[config.mk]
export PLATFORM = sky130hd
export DESIGN_NAME = ofe_datapath
export DESIGN_NICKNAME = d
export VERILOG_FILES = /design/src/rtl/ofe_pkg.sv /design/src/rtl/ofe_datapath.sv
export SDC_FILE = /design/constraint.sdc
export NUM_CORES = 2
export LEC_CHECK = 0
export BUFFER_PORTS_ARGS = -buffer_cell sky130_fd_sc_hd__buf_2
export CAP_MARGIN = 10
export CORE_AREA = 5 5 400 402
export CTS_CLUSTER_DIAMETER = 100
export DETAILED_ROUTE_END_ITERATION = 10
export DIE_AREA = 0 0 405 407
export GPL_TIMING_DRIVEN = 0
export SYNTH_ARGS = -nofsm -noshare
export SYNTH_HDL_FRONTEND = slang
export SYNTH_SLANG_ARGS = --single-unit
[constraint.sdc]
create_clock -name clk_i -period 12.2 [get_ports clk_i]
set_input_delay 2.44 -clock clk_i [delete_from_list [all_inputs] [get_ports clk_i]]
set_output_delay 2.44 -clock clk_i [all_outputs]
set_load 0.03 [all_outputs]
[src/rtl/ofe_pkg.sv]
// Package: operand formats, addressing modes and sequencing constants
package ofe_pkg;
  // Operand field layouts
  localparam int unsigned SGL_FRAC_W   = 23;
  localparam int unsigned SGL_EXP_W    = 8;
  localparam int unsigned DBL_FRAC_W   = 52;
  localparam int unsigned DBL_EXP_W    = 11;
  localparam int unsigned EXT_MANT_W   = 64;
  localparam int unsigned EXT_EXP_W    = 15;
  localparam int unsigned EXT_USED_W   = 80;
  localparam int unsigned EXT_MEM_W    = 96;
  localparam int unsigned EXT_RSV_W    = 16;
  localparam int unsigned EXT_BIAS     = 16383;
  localparam int unsigned BLOCK_BYTES  = 16;
  localparam int unsigned BLOCK_WORDS  = 4;
  localparam int unsigned BFLD_MAX_W   = 32;
  localparam logic [3:0]  BLOCK_ALIGN_MASK = 4'hF;

  typedef enum logic [1:0] {OFE_SZ_BYTE, OFE_SZ_WORD, OFE_SZ_LONG} ofe_size_e;

  typedef enum logic [3:0] {
    OFE_AM_IND, OFE_AM_POSTINC, OFE_AM_PREDEC, OFE_AM_DISP16,
    OFE_AM_IDX8, OFE_AM_IDXBD, OFE_AM_MEM_POST, OFE_AM_MEM_PRE,
    OFE_AM_ABS_W, OFE_AM_ABS_L, OFE_AM_IMM
  } ofe_mode_e;
endpackage : ofe_pkg

[src/rtl/ofe_datapath.sv]
// Operand-format datapath and effective-address calculator
`timescale 1ns/1ps
module ofe_datapath
  import ofe_pkg::*;
(
  input  wire logic             clk_i,
  input  wire logic             rst_i,
  // Effective-address request
  input  wire logic             ea_start_i,
  input  wire ofe_mode_e        ea_mode_i,
  input  wire ofe_size_e        ea_opsize_i,
  input  wire logic             ea_pc_rel_i,
  input  wire logic [31:0]      ea_base_i,
  input  wire logic [31:0]      ea_pc_i,
  input  wire logic [31:0]      ea_index_i,
  input  wire logic             ea_index_long_i,
  input  wire logic [1:0]       ea_scale_i,
  input  wire logic             ea_index_sup_i,
  input  wire logic [31:0]      ea_disp_i,
  input  wire logic [1:0]       ea_disp_sz_i,
  input  wire logic [31:0]      ea_outer_i,
  input  wire logic [1:0]       ea_outer_sz_i,
  input  wire logic [31:0]      ea_ext_word_i,
  output logic                  ea_busy_o,
  output logic                  ea_done_o,
  output logic [31:0]           ea_addr_o,
  output logic [31:0]           ea_base_new_o,
  output logic                  ea_base_wr_o,
  output logic [31:0]           ea_imm_o,
  output logic                  ea_align_err_o,
  // Long-word memory read and write port
  output logic                  mem_req_o,
  output logic                  mem_we_o,
  output logic [31:0]           mem_addr_o,
  output logic [31:0]           mem_wdata_o,
  input  wire logic             mem_ack_i,
  input  wire logic [31:0]      mem_rdata_i,
  // Block move request
  input  wire logic             blk_start_i,
  input  wire logic [31:0]      blk_src_i,
  input  wire logic [31:0]      blk_dst_i,
  output logic                  blk_done_o,
  // Integer to extended conversion
  input  wire logic [31:0]      cvt_int_i,
  input  wire ofe_size_e        cvt_size_i,
  output logic [EXT_USED_W-1:0] cvt_ext_o,
  output logic [EXT_MEM_W-1:0]  cvt_ext_mem_o,
  // Single and double unpack
  input  wire logic [63:0]      fp_raw_i,
  input  wire logic             fp_dbl_i,
  output logic                  fp_sign_o,
  output logic [10:0]           fp_exp_o,
  output logic [51:0]           fp_frac_o,
  // Bit field and quad integer
  input  wire logic [31:0]      bf_src_i,
  input  wire logic [4:0]       bf_off_i,
  input  wire logic [4:0]       bf_width_i,
  input  wire logic             bf_signed_i,
  output logic [31:0]           bf_o,
  input  wire logic [31:0]      quad_hi_i,
  input  wire logic [31:0]      quad_lo_i,
  output logic [63:0]           quad_o,
  input  wire logic [7:0]       bcd_i,
  output logic [7:0]            bcd_unpk_o
);

  // ********************************************************************
  // Operand formatting (combinational)
  // ********************************************************************
  logic [31:0] cvt_sx;
  logic [31:0] cvt_mag;
  logic [5:0]  cvt_lz;
  logic [31:0] cvt_norm;
  logic [31:0] bf_mask;
  logic [31:0] bf_shift;

  always_comb begin
    // Two's-complement sign extension per size
    unique case (cvt_size_i)
      OFE_SZ_BYTE: cvt_sx = {{24{cvt_int_i[7]}}, cvt_int_i[7:0]};
      OFE_SZ_WORD: cvt_sx = {{16{cvt_int_i[15]}}, cvt_int_i[15:0]};
      default:     cvt_sx = cvt_int_i;
    endcase
    cvt_mag = cvt_sx[31] ? (~cvt_sx + 32'h0000_0001) : cvt_sx;
    cvt_lz  = 6'd32;
    for (int i = 0; i < 32; i++) begin
      if (cvt_mag[i]) begin
        cvt_lz = 6'(31 - i);
      end
    end
    cvt_norm = cvt_mag << cvt_lz[4:0];
    // Exact conversion: every 32-bit integer fits the 64-bit mantissa
    if (cvt_mag == 32'h0000_0000) begin
      cvt_ext_o = {cvt_sx[31], 79'd0};
    end else begin
      cvt_ext_o = {cvt_sx[31], 15'(EXT_BIAS + 31 - int'(cvt_lz)), cvt_norm, 32'd0};
    end
    // Memory image: reserved gap written as zero
    cvt_ext_mem_o = {cvt_ext_o[79:64], 16'h0000, cvt_ext_o[63:0]};
    // IEEE field split
    fp_sign_o = fp_dbl_i ? fp_raw_i[63] : fp_raw_i[31];
    if (fp_dbl_i) begin
      fp_exp_o  = fp_raw_i[62:52];
      fp_frac_o = fp_raw_i[51:0];
    end else begin
      fp_exp_o  = {3'b000, fp_raw_i[30:23]};
      fp_frac_o = {fp_raw_i[22:0], 29'd0};
    end
    // Width 0 encodes 32; field wraps within the long word
    bf_mask  = (bf_width_i == 5'd0) ? 32'hFFFF_FFFF : ((32'h0000_0001 << bf_width_i) - 1);
    bf_shift = (bf_src_i << bf_off_i) | (bf_src_i >> (6'd32 - {1'b0, bf_off_i}));
    bf_shift = (bf_off_i == 5'd0) ? bf_src_i : bf_shift;
    bf_shift = bf_shift >> ((6'd32 - {1'b0, bf_width_i}) & 6'h1F);
    bf_o     = bf_shift & bf_mask;
    if (bf_signed_i && bf_width_i != 5'd0 && bf_o[bf_width_i - 5'd1]) begin
      bf_o = bf_o | ~bf_mask;
    end
    quad_o     = {quad_hi_i, quad_lo_i};
    bcd_unpk_o = {4'h0, bcd_i[3:0]};
  end

  // ********************************************************************
  // Effective-address sequencer
  // ********************************************************************
  typedef enum logic [2:0] {S_IDLE, S_CALC, S_IND, S_OUTER, S_BLK, S_DONE} ofe_state_e;
  ofe_state_e  state,     next_state;
  logic [31:0] addr,      next_addr;
  logic [31:0] ptr,       next_ptr;
  logic [31:0] base_new,  next_base_new;
  logic        base_wr,   next_base_wr;
  logic [31:0] imm,       next_imm;
  logic        align_err, next_align_err;
  logic [31:0] blk_buf [BLOCK_WORDS];
  logic [31:0] next_blk_buf [BLOCK_WORDS];
  logic [2:0]  blk_cnt,   next_blk_cnt;
  logic        blk_wr,    next_blk_wr;
  logic        blk_done,  next_blk_done;
  logic [31:0] blk_src,   next_blk_src;
  logic [31:0] blk_dst,   next_blk_dst;
  logic [31:0] base_sel;
  logic [31:0] idx_val;
  logic [31:0] disp_val;
  logic [31:0] outer_val;
  logic [31:0] step;
  function automatic logic [31:0] ofe_sext(input logic [31:0] v, input logic [1:0] sz);
    unique case (sz)
      2'd0:    return 32'h0000_0000;             // Omitted counts as zero
      2'd1:    return {{24{v[7]}}, v[7:0]};
      2'd2:    return {{16{v[15]}}, v[15:0]};
      default: return v;
    endcase
  endfunction : ofe_sext
  always_comb begin
    base_sel  = ea_pc_rel_i ? ea_pc_i : ea_base_i;
    idx_val   = ea_index_long_i ? ea_index_i
                                : {{16{ea_index_i[15]}}, ea_index_i[15:0]};
    idx_val   = ea_index_sup_i ? 32'h0000_0000 : (idx_val << ea_scale_i);
    disp_val  = ofe_sext(ea_disp_i, ea_disp_sz_i);
    outer_val = ofe_sext(ea_outer_i, ea_outer_sz_i);
    unique case (ea_opsize_i)
      OFE_SZ_BYTE: step = 32'h0000_0001;
      OFE_SZ_WORD: step = 32'h0000_0002;
      default:     step = 32'h0000_0004;
    endcase
  end

  always_comb begin
    next_state     = state;
    next_addr      = addr;
    next_ptr       = ptr;
    next_base_new  = base_new;
    next_base_wr   = 1'b0;
    next_imm       = imm;
    next_align_err = align_err;
    next_blk_buf   = blk_buf;
    next_blk_cnt   = blk_cnt;
    next_blk_wr    = blk_wr;
    next_blk_done  = 1'b0;
    next_blk_src   = blk_src;
    next_blk_dst   = blk_dst;
    unique case (state)
      S_IDLE: begin
        if (blk_start_i) begin
          next_align_err = |{blk_src_i[3:0] & BLOCK_ALIGN_MASK,
                             blk_dst_i[3:0] & BLOCK_ALIGN_MASK};
          next_blk_src   = {blk_src_i[31:4], 4'h0};
          next_blk_dst   = {blk_dst_i[31:4], 4'h0};
          next_blk_cnt   = 3'd0;
          next_blk_wr    = 1'b0;
          next_state     = S_BLK;
        end else if (ea_start_i) begin
          next_align_err = 1'b0;
          next_state     = S_CALC;
        end
      end
      S_CALC: begin
        next_state = S_DONE;
        unique case (ea_mode_i)
          OFE_AM_IND:     next_addr = base_sel;
          OFE_AM_POSTINC: begin
            next_addr     = base_sel;
            next_base_new = base_sel + step;
            next_base_wr  = 1'b1;
          end
          OFE_AM_PREDEC: begin
            next_addr     = base_sel - step;
            next_base_new = base_sel - step;
            next_base_wr  = 1'b1;
          end
          OFE_AM_DISP16, OFE_AM_IDX8, OFE_AM_IDXBD:
            next_addr = base_sel + disp_val
                      + ((ea_mode_i == OFE_AM_DISP16) ? 32'h0000_0000 : idx_val);
          OFE_AM_MEM_POST: begin
            next_addr  = base_sel + disp_val;
            next_state = S_IND;
          end
          OFE_AM_MEM_PRE: begin
            next_addr  = base_sel + disp_val + idx_val;
            next_state = S_IND;
          end
          OFE_AM_ABS_W:   next_addr = {{16{ea_ext_word_i[15]}}, ea_ext_word_i[15:0]};
          OFE_AM_ABS_L:   next_addr = ea_ext_word_i;
          default: begin
            unique case (ea_opsize_i)
              OFE_SZ_BYTE: next_imm = {24'd0, ea_ext_word_i[7:0]};
              OFE_SZ_WORD: next_imm = {16'd0, ea_ext_word_i[15:0]};
              default:     next_imm = ea_ext_word_i;
            endcase
          end
        endcase
      end
      S_IND: begin
        if (mem_ack_i) begin
          next_ptr   = mem_rdata_i;
          next_state = S_OUTER;
        end
      end
      S_OUTER: begin
        // Outer term only once the pointer has arrived
        next_addr  = ptr + outer_val
                   + ((ea_mode_i == OFE_AM_MEM_POST) ? idx_val : 32'h0000_0000);
        next_state = S_DONE;
      end
      S_BLK: begin
        if (mem_ack_i) begin
          if (!blk_wr) begin
            next_blk_buf[blk_cnt[1:0]] = mem_rdata_i;
          end
          if (blk_cnt == 3'(BLOCK_WORDS - 1)) begin
            next_blk_cnt = 3'd0;
            next_blk_wr  = ~blk_wr;
            if (blk_wr) begin
              next_blk_done = 1'b1;
              next_state    = S_IDLE;
            end
          end else begin
            next_blk_cnt = blk_cnt + 3'd1;
          end
        end
      end
      S_DONE: next_state = S_IDLE;
    endcase
  end

  always_ff @(posedge clk_i or posedge rst_i) begin
    if (rst_i) begin
      state     <= S_IDLE;
      addr      <= 32'h0000_0000;
      ptr       <= 32'h0000_0000;
      base_new  <= 32'h0000_0000;
      base_wr   <= 1'b0;
      imm       <= 32'h0000_0000;
      align_err <= 1'b0;
      blk_buf   <= '{default: 32'h0000_0000};
      blk_cnt   <= 3'd0;
      blk_wr    <= 1'b0;
      blk_done  <= 1'b0;
      blk_src   <= 32'h0000_0000;
      blk_dst   <= 32'h0000_0000;
    end else begin
      state     <= next_state;
      addr      <= next_addr;
      ptr       <= next_ptr;
      base_new  <= next_base_new;
      base_wr   <= next_base_wr;
      imm       <= next_imm;
      align_err <= next_align_err;
      blk_buf   <= next_blk_buf;
      blk_cnt   <= next_blk_cnt;
      blk_wr    <= next_blk_wr;
      blk_done  <= next_blk_done;
      blk_src   <= next_blk_src;
      blk_dst   <= next_blk_dst;
    end
  end

  // ********************************************************************
  // Outputs
  // ********************************************************************
  assign ea_busy_o      = (state != S_IDLE);
  assign ea_done_o      = (state == S_DONE);
  assign ea_addr_o      = addr;
  assign ea_base_new_o  = base_new;
  assign ea_base_wr_o   = base_wr;
  assign ea_imm_o       = imm;
  assign ea_align_err_o = align_err;
  assign blk_done_o     = blk_done;
  assign mem_req_o      = (state == S_IND) || (state == S_BLK);
  assign mem_we_o       = (state == S_BLK) && blk_wr;
  // Line is forced to a 16-byte boundary even when misaligned
  assign mem_addr_o     = (state == S_BLK)
                        ? ((blk_wr ? blk_dst : blk_src) + {27'd0, blk_cnt, 2'b00})
                        : addr;
  assign mem_wdata_o    = blk_buf[blk_cnt[1:0]];
endmodule : ofe_datapath

==> results.yml <==
power_and_ir_drop:
  leakagePower_nw: 21.3
  sw_frac_of_total: 0.499
  clkPwrFrac: 0.160
  p_int_mw: 3.86
  p_comb_frac: 0.614
  power_frac_seq: 0.227
  power_density_nw_per_um2: 160
  switching_power_mw: 3.84
  power_mw: 7.71
  ir_worst_vdd_mv: 0.145
yosys:
  ys_seq_area_frac: 0.205
  muxShareOfSynthArea: 0.184
  synth_top_area_cell: "dfrtp_1"
  ys_top_cells_by_area: "dfrtp_1 20%, mux2_2 8.2%, mux4_2 5.9%"
  syn_avg_cell_area_um2: 8.17
  yosysUniqueCellTypes: 112
  synth_edf_count: 0
  synth.ff_latch_count: 322
  synth_xor_area_frac: 0.0419
  synth_flop_cell: "dfrtp_1"
  async_reset_ff_frac: 1.00
  synth_fa_ha_area_frac: 0.0558
  synth_top_family_by_area: "compound AO/OA/AOI/OAI gates"
  ys_warn_count: 0
  synth_cells: 4820
  synth_top_area_share: 0.205
  synth.cell_area_um2: 39400
  synth_simple_gate_area_frac: 0.189
  synth-compound-area-share: 0.228
floorplan:
  ioPinCount: 1033
  die_area_um2: 165000
  core-area_um2: 156000
  rows: 145
  initial_core_util: 0.253
  chipWidth_um: 405
  die_y_um: 407
worst_hold_path:
  hp-class: "flop to flop"
  holdPathStages: 2
sta:
  max_freq_mhz: 82.6
  rsz0062_at_grt: "true"
  whs_ps: 463
  hold_viol: 0
  layout_min_cycle_time_ps: 12100
  fin_crit_sh: 0.992
  finClkSkew_ps: 37.9
  slew_viol_final: 0
  setup_viol_count_final: 0
  timing.setup.tns_ps: 0
  relSlewSlack: 0.111
  worst-slew-pin-transition_ps: 1320
clock_network:
  cts_root_buffer: "clkbuf_16"
  post_cts_buffers: 0
  numCtsBuffers: 37
  clock_sinks: 322
  path_clk_slew_ps: 60
  cts_tree: "done"
  clock_latency_ps: 610
  cts.path.max_buffers: 3
  htree_levels: 2
route:
  viasPerCell: 5.60
  drt_iter0_drc: 5367
  route.vias.total: 44500
  totalWireLength_um: 224000
  post_drt_wl_per_cell_um: 28.2
  drc_errors: 0
  first_pass_iters: 6
  antenna_left: 0
run_status:
  status: "finished, final reports clean"
critical_path:
  worstSetupStartpointType: "primary input"
  cp_slowest_cell: "clkbuf_1"
  critPathKind: "primary input to primary output"
  crit_required_ps: 9760
  worstPathMaxFanout: 10
  crit_path_end_kind: "primary output"
  worstRegToRegCells: 17
  arrival_ps: 9660
  critical-path-max-stage-delay_ps: 640
finish:
  drive_above_1_share: 0.292
  nNetsFinal: 6482
  fin_cells: 7937
  area_growth_pct: 22.3
  final_area_um2: 48200
  layout_common_cells: "884 x buf_2, 452 x nand2_1, 360 x nor2_1, 322 x dfrtp_1, 307 x o21ai_0"
  num-fill-cells: 16800
  final_common_cell: "buf_2"
grt:
  overflow: 0
  top_usage_layer: "met2"
  met1_usage: 0.320
  grtUsageTotal: 0.254
  grt_pass1_wl_um: 308000
  met2_usage: 0.389
  grt_pass1_vias: 42400
  grt_max_degree: 115
  grtUsageMet3: 0.0833
  grt_antenna_before_repair: 84
placement:
  dp.cells: 7825
  dpl_cell_area_um2: 46700
  gp_congestion: 1.01
  port-buffer-count: 855
  dp_hpwl_um: 186000
flow_run:
  drv_cap: 0
-- cell type report --
cell class                 instances  area, um2  share of cell area
multi-input combinational       3838      27900               0.579
sequential                       322       8060               0.167
timing repair buffer             865       4390              0.0910
buffer                           537       3050              0.0633
tap                             2058       2570              0.0534
clock buffer                      47       1040              0.0217
inverter                         205        777              0.0161
clock inverter                    20        274             0.00569
antenna                           45        113             0.00234
-- metal layers --
metal,wire length (um),up-vias
met4,12900,38
met1,88900,21800
met2,97200,2569
li1,-,19500
met3,24300,533
met5,341,-
-- stage by stage --
step | utilization | setup WS (ps)
6_report | 0.310 | 96.5
5_1_grt | 0.309 | -15.6
4_1_cts | 0.308 | 94.1
3_5_place_dp | 0.300 | -384
3_3_place_gp | 0.299 | -3210
2_1_floorplan | - | 847
-- cells in the mapped netlist (23+ instances only) --
cell and number:
o211ai_1 38, a211oi_1 89, o21bai_1 25, inv_1 197
nand3b_1 23, a32oi_1 27, nor3_1 125, nor2_1 361
mux4_2 103, ha_1 118, dfrtp_1 322, xor2_1 43
nand3_1 101, mux2i_1 162, o21a_1 38, or3_1 35
a31oi_1 69, o31ai_1 31, buf_1 32, and3_1 27
a21o_1 63, a21oi_1 278, nor2b_1 68, nor3b_1 29
o21ai_0 308, clkbuf_1 252, buf_2 23, o22ai_1 27
mux2_2 287, nor4_1 32, nand2_1 452, a221oi_1 46
buf_4 213, or2_2 56, fa_1 36, and2_1 70
nand2b_1 55, xnor2_1 141
-- sequential cells by signal, summed over array words and instances (netlist names), 3 cells and up --
name / flops
blk_cnt: 3
blk_src: 28
ptr: 32
state: 3
ea_addr_o: 32
blk_buf: 128
blk_dst: 28
ea_base_new_o: 32
ea_imm_o: 32
-- cells by family after synthesis --
group | Yosys count
and+or+nand+nor | 1521
AOI/OAI and AO/OA | 1336
buffers and inverters | 743
muxes | 557
DFF | 322
xor gates and xnor gates | 186
adders and majority gates | 154
other | 1
-- critical path, delay by kind of cell --
kind / cells / cell delay (ps)
AO/OA/AOI/OAI: 6 / 2010
buffers and inverters: 12 / 2930
multiplexers: 3 / 1140
AND/OR/NAND/NOR: 3 / 800
adder cells (fa/ha/maj): 1 / 300
-- final timing paths --
path | from | endpoint | slack (ps)
hold reg to reg | ea_imm_o[21] | ea_imm_o[21] | 460
min in group asynchronous | rst_i | blk_src[10] | 2000
max in group asynchronous | rst_i | ea_imm_o[6] | 9040
setup reg to reg | ptr[2] | ea_addr_o[30] | 7050
setup / recovery | bf_off_i[0] | bf_o[4] | 100
hold / removal | ea_imm_o[21] | ea_imm_o[21] | 460
-- power by group through the flow --
stage	registers (mW)	logic, mW	clock network, mW
3_5_place_dp	1.75	4.64	0
4_1_cts	1.74	4.66	1.25
3_3_place_gp	1.73	4.62	0
5_1_grt	1.78	4.98	1.29
2_1_floorplan	1.80	3.05	0
6_report	1.75	4.73	1.23
-- repair_timing --
item / in CTS / in global routing
resized for setup: 5 / 19
setup endpoints to repair: 30 / 37
hold buffers: 0 / 0
endpoints found under the hold margin: 0 / 0
pin swaps: 0 / 0
No activity file was read; power rests on OpenSTA's default activity.
